### src/rtl/mprc_pkg.sv
// constants, types and register map of the module power and reset control
// ****************************************************************
// Operation
// host reset low 0.5-3 s resets module
// enable high over 1.2 s powers on
// enable low while on powers off
// host waits 40 ms after supply
// host enable GPIO resets low
// host spaces resets by 20 s
// lamp low while radio enabled; the code lights it only while also in PWR_ON
// card sense high means inserted
// hot-plug detection enabled by default
// hot-plug disable applies after restart
// card sense debounced before events
// ****************************************************************
package mprc_pkg;

  // ****************************************************************
  // timing
  // ****************************************************************
  localparam int unsigned CLK_KHZ     = 250_000;
  localparam int unsigned PWR_ON_MS   = 1200;
  localparam int unsigned RST_MIN_MS  = 500;
  localparam int unsigned RST_MAX_MS  = 3000;
  localparam int unsigned DEB_TICK_MS = 1;
  // products are exact, so rounding up and down agree
  localparam logic [31:0] PWR_ON_CYC   = 32'(CLK_KHZ * PWR_ON_MS);
  localparam logic [31:0] RST_MIN_CYC  = 32'(CLK_KHZ * RST_MIN_MS);
  localparam logic [31:0] RST_MAX_CYC  = 32'(CLK_KHZ * RST_MAX_MS);
  localparam logic [31:0] DEB_TICK_CYC = 32'(CLK_KHZ * DEB_TICK_MS);
  localparam logic [7:0]  RST_PULSE_CYC = 8'h10;
  localparam int unsigned DEB_SAMPLES  = 4;
  localparam int unsigned CARD_N       = 2;

  // ****************************************************************
  // register map
  // ****************************************************************
  localparam logic [7:0] ADDR_CTRL     = 8'h00;
  localparam logic [7:0] ADDR_STATUS   = 8'h04;
  localparam logic [7:0] ADDR_IRQ_STAT = 8'h08;
  localparam logic [7:0] ADDR_IRQ_MASK = 8'h0C;

  localparam int unsigned CTRL_RADIO = 0;
  localparam int unsigned CTRL_HP    = 1;
  localparam logic [1:0]  CTRL_RST   = 2'h2;

  localparam int unsigned ST_POWERED = 0;
  localparam int unsigned ST_RESET   = 1;
  localparam int unsigned ST_CARD0   = 2;
  localparam int unsigned ST_HP_ACT  = 4;

  localparam int unsigned IRQ_PWR_ON  = 0;
  localparam int unsigned IRQ_PWR_OFF = 1;
  localparam int unsigned IRQ_HW_RST  = 2;
  localparam int unsigned IRQ_INS0    = 3;
  localparam int unsigned IRQ_REM0    = 5;
  localparam int unsigned IRQ_W       = 7;

  typedef enum logic [1:0] {
    PWR_OFF,
    PWR_ON,
    PWR_RESET
  } mprc_pwr_t;

  typedef struct packed {
    logic [7:0]  addr;
    logic [31:0] wdata;
    logic        wr;
    logic        rd;
  } mprc_bus_t;

endpackage

### src/rtl/mprc_debounce.sv
// per-channel debouncer for the card insertion sense inputs
module mprc_debounce #(
  parameter int unsigned N       = 2,
  parameter int unsigned SAMPLES = 4
) (
  input  wire logic         clk_sys, // system clock
  input  wire logic         rst,     // synchronous reset
  input  wire logic         tick,    // slow sample strobe
  input  wire logic [N-1:0] raw,     // raw sense levels
  output logic      [N-1:0] stable   // debounced levels
);
  localparam int unsigned CW = $clog2(SAMPLES + 1);

  typedef struct packed {
    logic [N-1:0][CW-1:0] cnt;
    logic [N-1:0]         stable;
  } mprc_deb_st_t;

  mprc_deb_st_t s_reg;
  mprc_deb_st_t s_next;

  // ****************************************************************
  // filter
  // ****************************************************************
  always_comb begin
    s_next = s_reg;
    for (int i = 0; i < N; i++) begin
      // consecutive differing samples
      if (raw[i] == s_reg.stable[i]) begin
        s_next.cnt[i] = '0;
      end else if (tick) begin
        if (s_reg.cnt[i] == CW'(SAMPLES - 1)) begin
          s_next.stable[i] = raw[i];
          s_next.cnt[i]    = '0;
        end else begin
          s_next.cnt[i] = s_reg.cnt[i] + CW'(1);
        end
      end
    end
  end

  always_ff @(posedge clk_sys) begin
    if (rst) begin
      s_reg <= '0;
    end else begin
      s_reg <= s_next;
    end
  end

  assign stable = s_reg.stable;
endmodule // mprc_debounce

### src/rtl/mprc_ctrl.sv
// power sequencing, reset, status lamp and card hot-plug sensing
//
// Implementation choices: the strobed register port and the register addresses.
module mprc_ctrl #(
  parameter logic [31:0] PWR_ON_CYC   = mprc_pkg::PWR_ON_CYC,
  parameter logic [31:0] RST_MIN_CYC  = mprc_pkg::RST_MIN_CYC,
  parameter logic [31:0] RST_MAX_CYC  = mprc_pkg::RST_MAX_CYC,
  parameter logic [31:0] DEB_TICK_CYC = mprc_pkg::DEB_TICK_CYC
) (
  input  wire logic              clk_sys,               // 250 MHz clock
  input  wire logic              rst,                   // sync reset
  input  wire logic              card_power_enable,     // high keeps on
  input  wire logic              host_reset_n,          // host reset
  input  wire logic              card_insert_sense_one, // card 1 sense
  input  wire logic              card_insert_sense_two, // card 2 sense
  input  wire mprc_pkg::mprc_bus_t bus,                 // register access
  output logic [31:0]            rd_data,               // read data
  output logic                   module_powered,        // module is on
  output logic                   module_reset,          // core reset
  output logic                   radio_status_lamp_n,   // lamp, low on
  output logic                   irq                    // interrupt
);
  localparam int unsigned N = mprc_pkg::CARD_N;

  typedef struct packed {
    mprc_pkg::mprc_pwr_t          st;
    logic [31:0]                  on_cnt;
    logic [31:0]                  rst_cnt;
    logic [7:0]                   pulse_cnt;
    logic [31:0]                  tick_cnt;
    logic                         tick;
    logic                         radio_en;
    logic                         hp_cfg;
    logic                         hp_act;
    logic [N-1:0]                 card_prev;
    logic [mprc_pkg::IRQ_W-1:0]   irq_stat;
    logic [mprc_pkg::IRQ_W-1:0]   irq_mask;
    logic                         powered;
    logic                         core_rst;
    logic                         lamp_n;
    logic                         irq;
    logic [31:0]                  rdata;
  } mprc_ctrl_st_t;

  mprc_ctrl_st_t s_reg;
  mprc_ctrl_st_t s_next;

  logic [N-1:0] card_raw;
  logic [N-1:0] card_stable;

  assign card_raw = {card_insert_sense_two, card_insert_sense_one};

  // ****************************************************************
  // card sense filter
  // ****************************************************************
  mprc_debounce #(
    .N       (N),
    .SAMPLES (mprc_pkg::DEB_SAMPLES)
  ) u_debounce (
    .clk_sys (clk_sys),
    .rst     (rst),
    .tick    (s_reg.tick),
    .raw     (card_raw),
    .stable  (card_stable)
  );

  // ****************************************************************
  // next state
  // ****************************************************************
  logic [mprc_pkg::IRQ_W-1:0] ev;
  logic [mprc_pkg::IRQ_W-1:0] clr;
  logic                       wr_hit;
  logic                       restart;
  logic [31:0]                status;

  always_comb begin
    s_next  = s_reg;
    ev      = '0;
    clr     = '0;
    restart = 1'b0;
    status  = '0;
    wr_hit  = bus.wr;

    // slow timebase for card sampling
    if (s_reg.tick_cnt >= DEB_TICK_CYC - 32'h1) begin
      s_next.tick_cnt = '0;
      s_next.tick     = 1'b1;
    end else begin
      s_next.tick_cnt = s_reg.tick_cnt + 32'h1;
      s_next.tick     = 1'b0;
    end

    case (s_reg.st)
      mprc_pkg::PWR_OFF: begin
        s_next.rst_cnt = '0;
        // enable held past on time
        if (!card_power_enable) begin
          s_next.on_cnt = '0;
        end else if (s_reg.on_cnt >= PWR_ON_CYC) begin
          s_next.st     = mprc_pkg::PWR_ON;
          s_next.on_cnt = '0;
          ev[mprc_pkg::IRQ_PWR_ON] = 1'b1;
          restart = 1'b1;
        end else begin
          s_next.on_cnt = s_reg.on_cnt + 32'h1;
        end
      end
      mprc_pkg::PWR_ON: begin
        if (!card_power_enable) begin
          // enable low powers off
          s_next.st      = mprc_pkg::PWR_OFF;
          s_next.rst_cnt = '0;
          ev[mprc_pkg::IRQ_PWR_OFF] = 1'b1;
        end else if (!host_reset_n) begin
          // saturate just past the window so long holds stay invalid
          if (s_reg.rst_cnt <= RST_MAX_CYC) begin
            s_next.rst_cnt = s_reg.rst_cnt + 32'h1;
          end
        end else begin
          // release inside window resets
          if (s_reg.rst_cnt >= RST_MIN_CYC &&
              s_reg.rst_cnt <= RST_MAX_CYC) begin
            s_next.st        = mprc_pkg::PWR_RESET;
            s_next.pulse_cnt = '0;
          end
          s_next.rst_cnt = '0;
        end
      end
      mprc_pkg::PWR_RESET: begin
        s_next.rst_cnt = '0;
        if (!card_power_enable) begin
          s_next.st = mprc_pkg::PWR_OFF;
          ev[mprc_pkg::IRQ_PWR_OFF] = 1'b1;
        end else if (s_reg.pulse_cnt == mprc_pkg::RST_PULSE_CYC - 8'h1) begin
          s_next.st = mprc_pkg::PWR_ON;
          ev[mprc_pkg::IRQ_HW_RST] = 1'b1;
          restart = 1'b1;
        end else begin
          s_next.pulse_cnt = s_reg.pulse_cnt + 8'h1;
        end
      end
      default: begin
        s_next.st = mprc_pkg::PWR_OFF;
      end
    endcase

    // hot-plug setting latched at restart
    if (restart) begin
      s_next.hp_act = s_reg.hp_cfg;
    end

    // high level means card inserted
    s_next.card_prev = card_stable;
    for (int i = 0; i < N; i++) begin
      // insertion and removal events
      if (s_reg.hp_act && s_reg.st == mprc_pkg::PWR_ON &&
          card_stable[i] != s_reg.card_prev[i]) begin
        ev[mprc_pkg::IRQ_INS0 + i] = card_stable[i];
        ev[mprc_pkg::IRQ_REM0 + i] = !card_stable[i];
      end
    end

    // register writes
    if (wr_hit) begin
      case (bus.addr)
        mprc_pkg::ADDR_CTRL: begin
          s_next.radio_en = bus.wdata[mprc_pkg::CTRL_RADIO];
          s_next.hp_cfg   = bus.wdata[mprc_pkg::CTRL_HP];
        end
        mprc_pkg::ADDR_IRQ_STAT: begin
          clr = bus.wdata[mprc_pkg::IRQ_W-1:0];
        end
        mprc_pkg::ADDR_IRQ_MASK: begin
          s_next.irq_mask = bus.wdata[mprc_pkg::IRQ_W-1:0];
        end
        default: begin
        end
      endcase
    end
    // a new event beats a clear in the same cycle
    s_next.irq_stat = (s_reg.irq_stat & ~clr) | ev;
    s_next.irq      = |(s_next.irq_stat & s_next.irq_mask);

    // outputs follow the next state so they leave the flops together
    s_next.powered  = (s_next.st != mprc_pkg::PWR_OFF);
    s_next.core_rst = (s_next.st == mprc_pkg::PWR_RESET);
    // lamp on while radio enabled and state is PWR_ON
    s_next.lamp_n   = !(s_next.radio_en && s_next.st == mprc_pkg::PWR_ON);

    status[mprc_pkg::ST_POWERED] = s_reg.powered;
    status[mprc_pkg::ST_RESET]   = s_reg.core_rst;
    status[mprc_pkg::ST_CARD0 +: N] = card_stable;
    status[mprc_pkg::ST_HP_ACT]  = s_reg.hp_act;

    // read data stand only in the cycle after the strobe
    s_next.rdata = '0;
    if (bus.rd) begin
      case (bus.addr)
        mprc_pkg::ADDR_CTRL: begin
          s_next.rdata[mprc_pkg::CTRL_RADIO] = s_reg.radio_en;
          s_next.rdata[mprc_pkg::CTRL_HP]    = s_reg.hp_cfg;
        end
        mprc_pkg::ADDR_STATUS: begin
          s_next.rdata = status;
        end
        mprc_pkg::ADDR_IRQ_STAT: begin
          s_next.rdata[mprc_pkg::IRQ_W-1:0] = s_reg.irq_stat;
        end
        mprc_pkg::ADDR_IRQ_MASK: begin
          s_next.rdata[mprc_pkg::IRQ_W-1:0] = s_reg.irq_mask;
        end
        default: begin
          s_next.rdata = '0;
        end
      endcase
    end
  end

  // ****************************************************************
  // state register
  // ****************************************************************
  always_ff @(posedge clk_sys) begin
    if (rst) begin
      s_reg          <= '0;
      s_reg.st       <= mprc_pkg::PWR_OFF;
      // hot-plug enabled after reset
      s_reg.hp_cfg   <= mprc_pkg::CTRL_RST[mprc_pkg::CTRL_HP];
      s_reg.hp_act   <= mprc_pkg::CTRL_RST[mprc_pkg::CTRL_HP];
      s_reg.radio_en <= mprc_pkg::CTRL_RST[mprc_pkg::CTRL_RADIO];
      s_reg.lamp_n   <= 1'b1;
    end else begin
      s_reg <= s_next;
    end
  end

  assign rd_data             = s_reg.rdata;
  assign module_powered      = s_reg.powered;
  assign module_reset        = s_reg.core_rst;
  assign radio_status_lamp_n = s_reg.lamp_n;
  assign irq                 = s_reg.irq;

  // removal reported per card
  for (genvar g = 0; g < N; g++) begin : g_rem_chk

  end : g_rem_chk
endmodule // mprc_ctrl

### config.mk
export PLATFORM = sky130hd
export DESIGN_NAME = mprc_ctrl
export DESIGN_NICKNAME = d
export VERILOG_FILES = /design/src/rtl/mprc_pkg.sv /design/src/rtl/mprc_debounce.sv /design/src/rtl/mprc_ctrl.sv
export SDC_FILE = /design/constraint.sdc
export NUM_CORES = 1
export LEC_CHECK = 0
export ABC_AREA = 1
export BUFFER_PORTS_ARGS = -buffer_cell sky130_fd_sc_hd__buf_2
export CAP_MARGIN = 20
export CORE_ASPECT_RATIO = 1.4
export CORE_MARGIN = 2
export CORE_UTILIZATION = 50
export CTS_CLUSTER_SIZE = 20
export DETAILED_ROUTE_END_ITERATION = 6
export GPL_TIMING_DRIVEN = 0
export PLACE_DENSITY = 0.73
export SYNTH_ARGS = -nofsm -noshare
export SYNTH_HDL_FRONTEND = slang
export SYNTH_HIERARCHICAL = 1
export SYNTH_SLANG_ARGS = --single-unit
### constraint.sdc
create_clock -name clk_sys -period 2.65 [get_ports clk_sys]
set_clock_uncertainty 0.2 [all_clocks]
set_input_delay 0.1325 -clock clk_sys [delete_from_list [all_inputs] [get_ports clk_sys]]
set_output_delay 0.1325 -clock clk_sys [all_outputs]
set_load 0.01 [all_outputs]
=== Word level (Yosys, flattened, before mapping) ===
Cells that the tools add are included.

* $add $sub $neg: 6
* $lt $le $gt $ge: 4
* Equal/unequal tests: 20
* Multiplexer cells: 44
* Bitwise logic cells: 7
* Reduce and logical (&&, ||, !) cells: 25

{| class="wikitable"
|+ Operators by type and width
! cell !! number
|-
| 32-bit two-way mux || 5
|-
| 32-bit by 1-bit adder with 32-bit output, second input constant || 3
|-
| 32-bit case mux with 2 select lines || 1
|-
| 8-bit two-way mux || 5
|-
| 32-bit by 18-bit >= comparator with 1-bit output, second input constant || 1
|-
| 32-bit by 27-bit >= comparator with 1-bit output, second input constant || 1
|-
| 32-bit by 29-bit >= comparator with 1-bit output, second input constant || 1
|-
| 32-bit by 30-bit less-or-equal comparator with 1-bit output, second input constant || 1
|-
| 7-bit two-way mux || 4
|-
| 8-bit by 4-bit equality test with 1-bit output, second input constant || 3
|-
| 2-bit two-way mux || 9
|-
| 8-bit case mux with 2 select lines || 1
|-
| 5-bit case mux with 3 select lines || 1
|-
| 7-bit AND || 2
|-
| 1-bit two-way mux || 13
|-
| 2-bit OR reduction || 6
|-
| 2-bit inequality test, second input constant || 5
|-
| 8-bit by 1-bit adder with 8-bit output, second input constant || 1
|-
| 8-bit by 3-bit equality test with 1-bit output, second input constant || 1
|-
| 8-bit logical NOT || 1
|-
| 2-bit case mux with 4 select lines || 1
|-
| 7-bit NOT || 1
|-
| 7-bit bitwise OR || 1
|-
| 7-bit OR reduction || 1
|-
| 18 further kinds || 37
|}

* Bits in registers: 170
* Input port bits: 48
* Output and inout port bits: 36

=== Longest topological paths before layout ===
Gate-level depths: netlist (run 1).

* Word-level depth: 9
* Gate-level depth with buffers: 14

=== Cells and area by module ===
The synthesis (run 1) kept the hierarchy.

{| class="wikitable"
|+ Modules (own cells, without submodules)
! module !! times used !! cells each !! area each (um^2)
|-
| mprc_ctrl || 1 || 1,235 || 8,027.7
|-
| mprc_debounce || 1 || 58 || 395.4
|}

=== Worst setup path after synthesis (run 1) ===
No wires, ideal clock.

* Path type: reg-to-reg
* Start point: reg s_reg[96] (netlist bit)
* End point: reg s_reg[124] (netlist bit)
* Setup time: 0.110 ns
* Data arrival time: 1.582 ns
* Data required time: 2.340 ns
* Path slack: 0.758 ns
* Stages on the path, launching flop included: 13
* Path buffers: 0
* Period minus slack after synthesis: 1.892 ns
* Cells stage by stage: dfxtp_1 -> ha_1 -> nand3_2 -> nor2_4 -> nand2_2 -> nor3_2 -> nand4_1 -> nor2_1 -> nand2_1 -> nand2_1 -> nand2_1 -> nand2_1 -> nor2_1

* Cells in the longest elaborated chain, start to end: 5
* Elaborated cells between the ends (all ways): 8

{| class="wikitable"
|+ RTL lines
! element !! line !! RTL
|-
| from (decl) || mprc_ctrl.sv:45 || <nowiki>mprc_ctrl_st_t s_reg;</nowiki>
|-
| from (signal assigned) || mprc_ctrl.sv:232 || <nowiki>s_reg <= s_next;</nowiki>
|-
| 32-bit by 1-bit adder with 32-bit output || mprc_ctrl.sv:117 || <nowiki>s_next.rst_cnt = s_reg.rst_cnt + 32'h1;</nowiki>
|-
| 32-bit two-way mux || mprc_ctrl.sv:116 || <nowiki>if (s_reg.rst_cnt <= RST_MAX_CYC) begin</nowiki>
|-
| 32-bit two-way mux || mprc_ctrl.sv:114 || <nowiki>end else if (!host_reset_n) begin</nowiki>
|-
| 32-bit two-way mux || mprc_ctrl.sv:109 || <nowiki>if (!card_power_enable) begin</nowiki>
|-
| 32-bit case mux with 2 select lines || mprc_ctrl.sv:93 || <nowiki>case (s_reg.st)</nowiki>
|}

Parallel ways exist; a longest one is shown, timed or not. The select of a mux whose other input is x is not followed.
A chain may end at the register's enable or synchronous reset.

=== Worst setup path in the final report (run 1) ===
* Start point: in bus[34] (netlist bit)
* End point: reg s_reg, in the netlist radio_status_lamp_n

* Cells in the longest elaborated chain, start to end: 5

{| class="wikitable"
|+ RTL lines
! element !! line !! RTL
|-
| from (decl) || mprc_ctrl.sv:16 || <nowiki>input wire mprc_pkg::mprc_bus_t bus,</nowiki>
|-
| 8-bit logical NOT || mprc_ctrl.sv:165 || <nowiki>case (bus.addr)</nowiki>
|-
| 2-bit two-way mux || mprc_ctrl.sv:165 ||
|-
| 2-bit two-way mux || mprc_ctrl.sv:164 || <nowiki>if (wr_hit) begin</nowiki>
|-
| 1-bit logical AND || mprc_ctrl.sv:188 || <nowiki>s_next.lamp_n = !(s_next.radio_en && s_next.st == mprc_pkg::PWR_ON);</nowiki>
|-
| 1-bit logical NOT || mprc_ctrl.sv:188 ||
|}

Every way passes these cells.

==> flow_metrics.py, run 1 <==
metrics = {
    "run_status": {
        "status": "finished, final reports clean",
    },
    "worst_setup_path": {
        "crit_arrival_ps": 2680,
        "r2r_slack_ps": 340,
        "worst-path-max-fanout": 4,
        "cp.required_ps": 2770,
        "startpoint_type": "input pin",
        "end_kind": "flip-flop",
        "rr_worst_depth": 10,
        "crit_type": "in2reg",
        "r2r-start": "s_reg[96]$_SDFFE_PP0P_",
        "timing.rr.end": "s_reg[122]$_SDFFE_PP0P_",
    },
    "layout": {
        "syn_to_final_growth_pct": 16.30,
        "largest_reg_flops": 126,
        "diodes": 0,
        "nets": 1463,
        "drive_gt1_frac": 0.1222,
        "layout.cells.non_filler": 1619,
    },
    "timing": {
        "tightest_slew_ps": 850.1,
        "finalCriticalPeriod_ps": 2559,
        "finalHoldViolCount": 0,
        "rsz0062_at_grt": "no",
        "slew_headroom": 0.4280,
        "setup-violations-final": 0,
        "fin_setup_tns_ps": 0,
        "max_freq_mhz": 390.8,
        "finalCritPeriodShare": 0.9656,
        "slew_violations": 0,
    },
    "die": {
        "die_w_um": 113.7,
        "core_um2": 16610,
        "io_pins": 84,
        "start_util": 0.5072,
        "core.rowCount": 56,
        "dieArea_um2": 17910,
        "fp.dieH_um": 157.6,
    },
    "worst_hold_path": {
        "hold_path_end": "rd_data[1]$_SDFF_PP0_",
        "worstHoldStart": "bus[35]",
        "hold_depth": 6,
        "hp-class": "in2reg",
    },
    "detailed_routing": {
        "first_iter_violations": 476,
        "drcViolationCount": 0,
        "vias": 8263,
        "dr.pass1.iters": 5,
        "ant_nets": 0,
        "wl_per_cell_um": 13.61,
        "wl_um": 22040,
        "vias_per_cell": 5.104,
    },
    "logic_synthesis": {
        "synthFlopType": "dfxtp_1",
        "synth_edf_count": 0,
        "yosysUniqueCellTypes": 48,
        "yosysWarnings": 6,
        "synth_top_cell_by_area": "dfxtp_1",
        "synth_common_cells": "322 x nand2_1, 196 x nor2_1, 152 x inv_1",
        "netlist.area_leader.share": 0.3446,
        "syn_inst": 1293,
        "syn_area_um2": 8423,
        "postSynthAreaPerCell_um2": 6.514,
        "ys_ff_latch": 145,
        "ys_seq_area_frac": 0.3446,
        "synth.area.top_cells": "dfxtp_1 34%, nand2_1 14%, nor2_1 8.7%",
        "async_flop_share": 0,
        "synth_most_common_cell": "nand2_1",
    },
    "cts": {
        "clkLatencyLatePin_ps": 430,
        "root_buffer": "clkbuf_16",
        "cts_setup_buffers": 0,
        "cts_buffers": 17,
        "cts.repair.resized": 0,
        "holdBufCountCts": 20,
        "cts_htree_levels": 4,
        "cts_tree": "built",
        "clk_pin_slew_worst_paths_ps": 70,
        "clockBufferDepth": 2,
        "clock_sinks": 145,
    },
    "grt": {
        "met3_usage": 0.04977,
        "overflow": 0,
        "track_usage": 0.2531,
        "use_met2": 0.4662,
        "use_met1": 0.2687,
        "antenna_found_initial": 0,
        "grt_max_degree": 17,
        "grt_pass1_wl_um": 36390,
        "busiest_layer": "met2",
        "grt_pass1_vias": 7921,
    },
    "power_and_ir_drop": {
        "power_density_nw_per_um2": 497.6,
        "leakagePower_nw": 4.171,
        "ir_drop_mv": 0.4123,
    },
    "placed_design": {
        "hpwl_um": 16470,
        "io_buffer_count": 33,
        "gp_congestion": 1.009,
        "dp.cells": 1567,
    },
    "job": {
        "drv_cap": 0,
    },
}
per-layer routing:
| layer | up-vias | share of wire |
|---|---|---|
| li1 | 4265 | - |
| met5 | - | 0 |
| met4 | 0 | 0.049 |
| met1 | 3737 | 0.40 |
| met2 | 189 | 0.52 |
| met3 | 72 | 0.033 |
logic make-up after synthesis:
logic type	Yosys count	share of synthesized area
fa+ha+maj	12	0.01782
flops	145	0.3446
buf+inv	226	0.1230
other cells	1	0.0004452
xor+xnor	35	0.03639
compound gates	125	0.08125
simple gates	749	0.3965
per-stage QoR:
stage / setup slack, ps / cell area [µm²] / power [mW] / hold slack [ps] / utilization
after floorplan: 758.1 / 8566 / 2.357 / 24.13 / -
after global placement: 376.0 / 8985 / 2.408 / 189.1 / 0.5411
after detailed placement: 378.4 / 8985 / 2.410 / 207.8 / 0.5411
after CTS: 149.7 / 9796 / 4.906 / 5.662 / 0.5899
after global routing: 19.19 / 9796 / 5.027 / 49.02 / 0.5899
final: 91.25 / 9796 / 4.875 / 38.11 / 0.5899
critical path, cell delays in order:
cell           delay [ps]
dlygate4sd3_1         540
buf_2                 120
nor2_1                100
inv_1                  90
nor4_1                710
a21oi_1               140
nor3_1                190
dlygate4sd3_1         580
nand3_1                70
final cells by class:
| cell class | instances | area (µm²) |
|---|---|---|
| flip-flops and latches | 145 | 2903 |
| inverters | 161 | 604.3 |
| clock buffers | 19 | 442.9 |
| repair buffers | 53 | 365.4 |
| plain buffers | 65 | 431.7 |
| fillers | 1626 | 6810 |
| multi-input cells | 960 | 4627 |
| well taps | 203 | 254.0 |
| clock inverters | 13 | 167.7 |
cells in the final DEF (no fill, tap or decap), types with 5 or more instances in the layout:
master         synthesis  layout
dlygate4sd3_1          0      20
nor3_1                40      40
conb_1                 1      39
nor2_4                 5       5
xnor2_1                7       7
buf_4                 38      38
inv_2                  7       7
nand3_1              101     101
or2_2                  5       5
nor2_1               196     196
buf_6                  5       5
clkbuf_16              0      17
nor3_2                 6       6
a21oi_1               69      69
nand2_2                8       8
nand2_1              322     322
inv_6                  0       5
nor4_1                 8       8
nand4_1               26      26
o21ai_0               32      32
ha_1                  12      12
buf_2                  6      39
clkbuf_1              15      16
xor2_1                28      28
dfxtp_1              145     145
nor2_2                13      13
inv_1                152     152
report_power, final:
group	total (mW)	leakage, nW	internal (mW)	switching [mW]
combinational	0.180	2.70	0.0715	0.108
clock	2.49	0.296	1.45	1.04
sequential	2.20	1.17	2.20	0.00838
total	4.87	4.17	3.72	1.16
how the worst max path moves through the flow:
| stage | cells past startpoint | from | slack [ps] | end |
|---|---|---|---|---|
| after floorplan | 12 | s_reg[96]$_SDFFE_PP0P_ | 760 | s_reg[124]$_SDFFE_PP0P_ |
| after global placement | 12 | s_reg[96]$_SDFFE_PP0P_ | 380 | s_reg[124]$_SDFFE_PP0P_ |
| after detailed placement | 12 | s_reg[96]$_SDFFE_PP0P_ | 380 | s_reg[124]$_SDFFE_PP0P_ |
| after CTS | 9 | bus[34] | 150 | radio_status_lamp_n$_SDFF_PP1_ |
| after global routing | 10 | bus[34] | 20 | radio_status_lamp_n$_SDFF_PP1_ |
| final | 9 | bus[34] | 90 | radio_status_lamp_n$_SDFF_PP1_ |
(Power assumes the default switching activity.)
==> run 2: changes to the inputs <==
CORE_UTILIZATION = 25   (was 50)
PLACE_DENSITY = unset   (was 0.73)
PLACE_DENSITY_LB_ADDON = 0.1   (was unset)
==> run 2 against run 1 <==
Hold slack worse by 9.6 ps. Clock-buffer cell count fell by 1. Clock power shrank 4%. Worst setup slack better by 170 ps. Sequential power hardly changed. Non-clock buffer count increased by 2. Highest routed layer unchanged.
==> flow_metrics.py, run 2 (synthesized netlist as in run 1, its figures left out) <==
metrics = {
    "detailed_routing": {
        "drcViolationCount": 0,
        "ant_nets": 0,
        "wl_per_cell_um": 13.58,
        "vias": 8059,
        "wl_um": 25310,
        "first_iter_violations": 375,
        "vias_per_cell": 4.323,
        "dr.pass1.iters": 5,
    },
    "power_and_ir_drop": {
        "leakagePower_nw": 4.177,
        "ir_drop_mv": 0.3529,
        "power_density_nw_per_um2": 473.8,
    },
    "worst_setup_path": {
        "r2r_slack_ps": 270,
        "end_kind": "flip-flop",
        "crit_type": "in2reg",
        "r2r-start": "s_reg[88]$_SDFFE_PP0P_",
        "rr_worst_depth": 8,
        "timing.rr.end": "s_reg[45]$_SDFF_PP0_",
        "crit_arrival_ps": 2500,
        "slowest_delay_ps": 600,
        "critical_path.top_delay_family": "buffers and inverters",
        "cp_num_buf_inv": 4,
        "slowest_stage": "dlygate4sd3_1",
        "startpoint_type": "input pin",
        "crit_chain": "dlygate4sd3_1, buf_2, nor2_1, inv_1, nor3_1, nand2_1, nor2_1, nand2_1, nand2_1, a21oi_1, dlygate4sd3_1",
        "crit_top_cell": "nand2_1",
        "cp.required_ps": 2760,
        "worst-path-max-fanout": 6,
    },
    "die": {
        "dieArea_um2": 35200,
        "io_pins": 84,
        "fp.dieH_um": 221.2,
        "die_w_um": 159.1,
        "core.rowCount": 79,
        "core_um2": 33210,
        "start_util": 0.2536,
    },
    "timing": {
        "worst_slack_ps": 256.8,
        "tightest_slew_ps": 726.5,
        "slew_headroom": 0.5157,
        "rsz0062_at_grt": "no",
        "finalCriticalPeriod_ps": 2393,
        "fin_setup_tns_ps": 0,
        "finalHoldViolCount": 0,
        "finalCritPeriodShare": 0.9031,
        "setup-violations-final": 0,
        "max_freq_mhz": 417.9,
        "fin_hold_ws_ps": 28.47,
        "slew_violations": 0,
    },
    "layout": {
        "syn_to_final_growth_pct": 19.77,
        "fillerInstances": 3804,
        "largest_reg_flops": 126,
        "mostFrequentLayoutCells": "322 x nand2_1, 196 x nor2_1, 152 x inv_1, 145 x dfxtp_1, 101 x nand3_1",
        "drive_gt1_frac": 0.1227,
        "nets": 1465,
        "layout_commonest_cell": "nand2_1",
    },
    "placed_design": {
        "hpwl_um": 19890,
        "gp_congestion": 0.8459,
        "io_buffer_count": 33,
        "pre_cts_slack_ps": 346.1,
    },
    "grt": {
        "grt_max_degree": 17,
        "grt_pass1_vias": 7980,
        "track_usage": 0.1479,
        "grt_pass1_wl_um": 41390,
        "antenna_found_initial": 1,
        "overflow": 0,
    },
    "cts": {
        "clkLatencyLatePin_ps": 440,
        "cts_htree_levels": 4,
        "cts_buffers": 17,
        "clock_sinks": 145,
        "cts_tree": "built",
        "clk_pin_slew_worst_paths_ps": 70,
        "cts_setup_buffers": 0,
        "root_buffer": "clkbuf_16",
        "clockBufferDepth": 2,
    },
    "worst_hold_path": {
        "hold_depth": 7,
        "worstHoldStart": "bus[36]",
        "hp-class": "in2reg",
        "hold_path_end": "rd_data[3]$_SDFF_PP0_",
    },
    "job": {
        "drv_cap": 0,
    },
    "run_status": {
        "status": "finished, final reports clean",
    },
}
## run 2: changes by cell type in the layout (fill, tap and decap cells not counted), sizes merged
| cell | before | now |
|---|---|---|
| inv | 166 | 167 |
| clkbuf | 34 | 33 |
| clkinv | 5 | 6 |
| diode | 0 | 1 |
| bufinv | 2 | 1 |
| dlygate4sd3 | 20 | 22 |
## run 2: per-layer routing
layer / track usage / vias up / wire, µm
met5: 0 / - / 0
met4: 0.05660 / 0 / 568
met3: 0.02399 / 30 / 617
met2: 0.2861 / 109 / 13610
met1: 0.1588 / 3639 / 10510
li1: - / 4281 / -
## run 2: final cells by class
type                            count  area (µm²)  area share
Antenna cell                        1       2.502   0.0002480
Buffer                             65       431.7     0.04279
Clock buffer                       18       429.2     0.04254
Clock inverter                     14       142.6     0.01414
Inverter                          161       604.3     0.05990
Multi-Input combinational cell    960        4633      0.4593
Sequential cell                   145        2903      0.2877
Tap cell                          445       556.8     0.05519
Timing Repair Buffer               55       385.4     0.03820
## run 2: how the worst max path moves through the flow
| stage | startpoint | end | slack [ps] | cells past startpoint |
|---|---|---|---|---|
| after floorplan | s_reg[96]$_SDFFE_PP0P_ | s_reg[124]$_SDFFE_PP0P_ | 760 | 12 |
| final | bus[34] | s_reg[44]$_SDFF_PP0_ | 260 | 11 |
| after global placement | s_reg[96]$_SDFFE_PP0P_ | s_reg[122]$_SDFFE_PP0P_ | 330 | 10 |
| after global routing | bus[34] | radio_status_lamp_n$_SDFF_PP1_ | 90 | 9 |
| after CTS | bus[34] | radio_status_lamp_n$_SDFF_PP1_ | 80 | 9 |
| after detailed placement | s_reg[96]$_SDFFE_PP0P_ | s_reg[122]$_SDFFE_PP0P_ | 350 | 10 |
## run 2: tightest hold or removal path, stage by stage
cell and delay [ps]:
buf_2 130, inv_1 70, nor4_1 60, nand2_1 60, o211ai_1 80, nand2_1 70, inv_1 30
## run 2: power by group
group	internal, mW	switching (mW)	leakage (nW)
Combinational	0.0697	0.111	2.72
Clock	1.32	1.07	0.282
Sequential	2.20	0.00806	1.17
## run 2: repair_timing
action / CTS / global route
gates resized for setup: 0 / 1
endpoints found under the hold margin: 32 / 0
setup endpoints to repair: 0 / 3
hold buffers: 22 / 0
## run 2: stage by stage
step | instances | util | total power [mW] | cell area, µm²
CTS | 1863 | 0.3035 | 4.885 | 10080
detailed placement | 1809 | 0.2796 | 2.418 | 9288
floorplan | 1331 | - | 2.357 | 8566
global route | 1864 | 0.3038 | 4.977 | 10090
global placement | 1809 | 0.2796 | 2.417 | 9288
finish | 1864 | 0.3038 | 4.780 | 10090
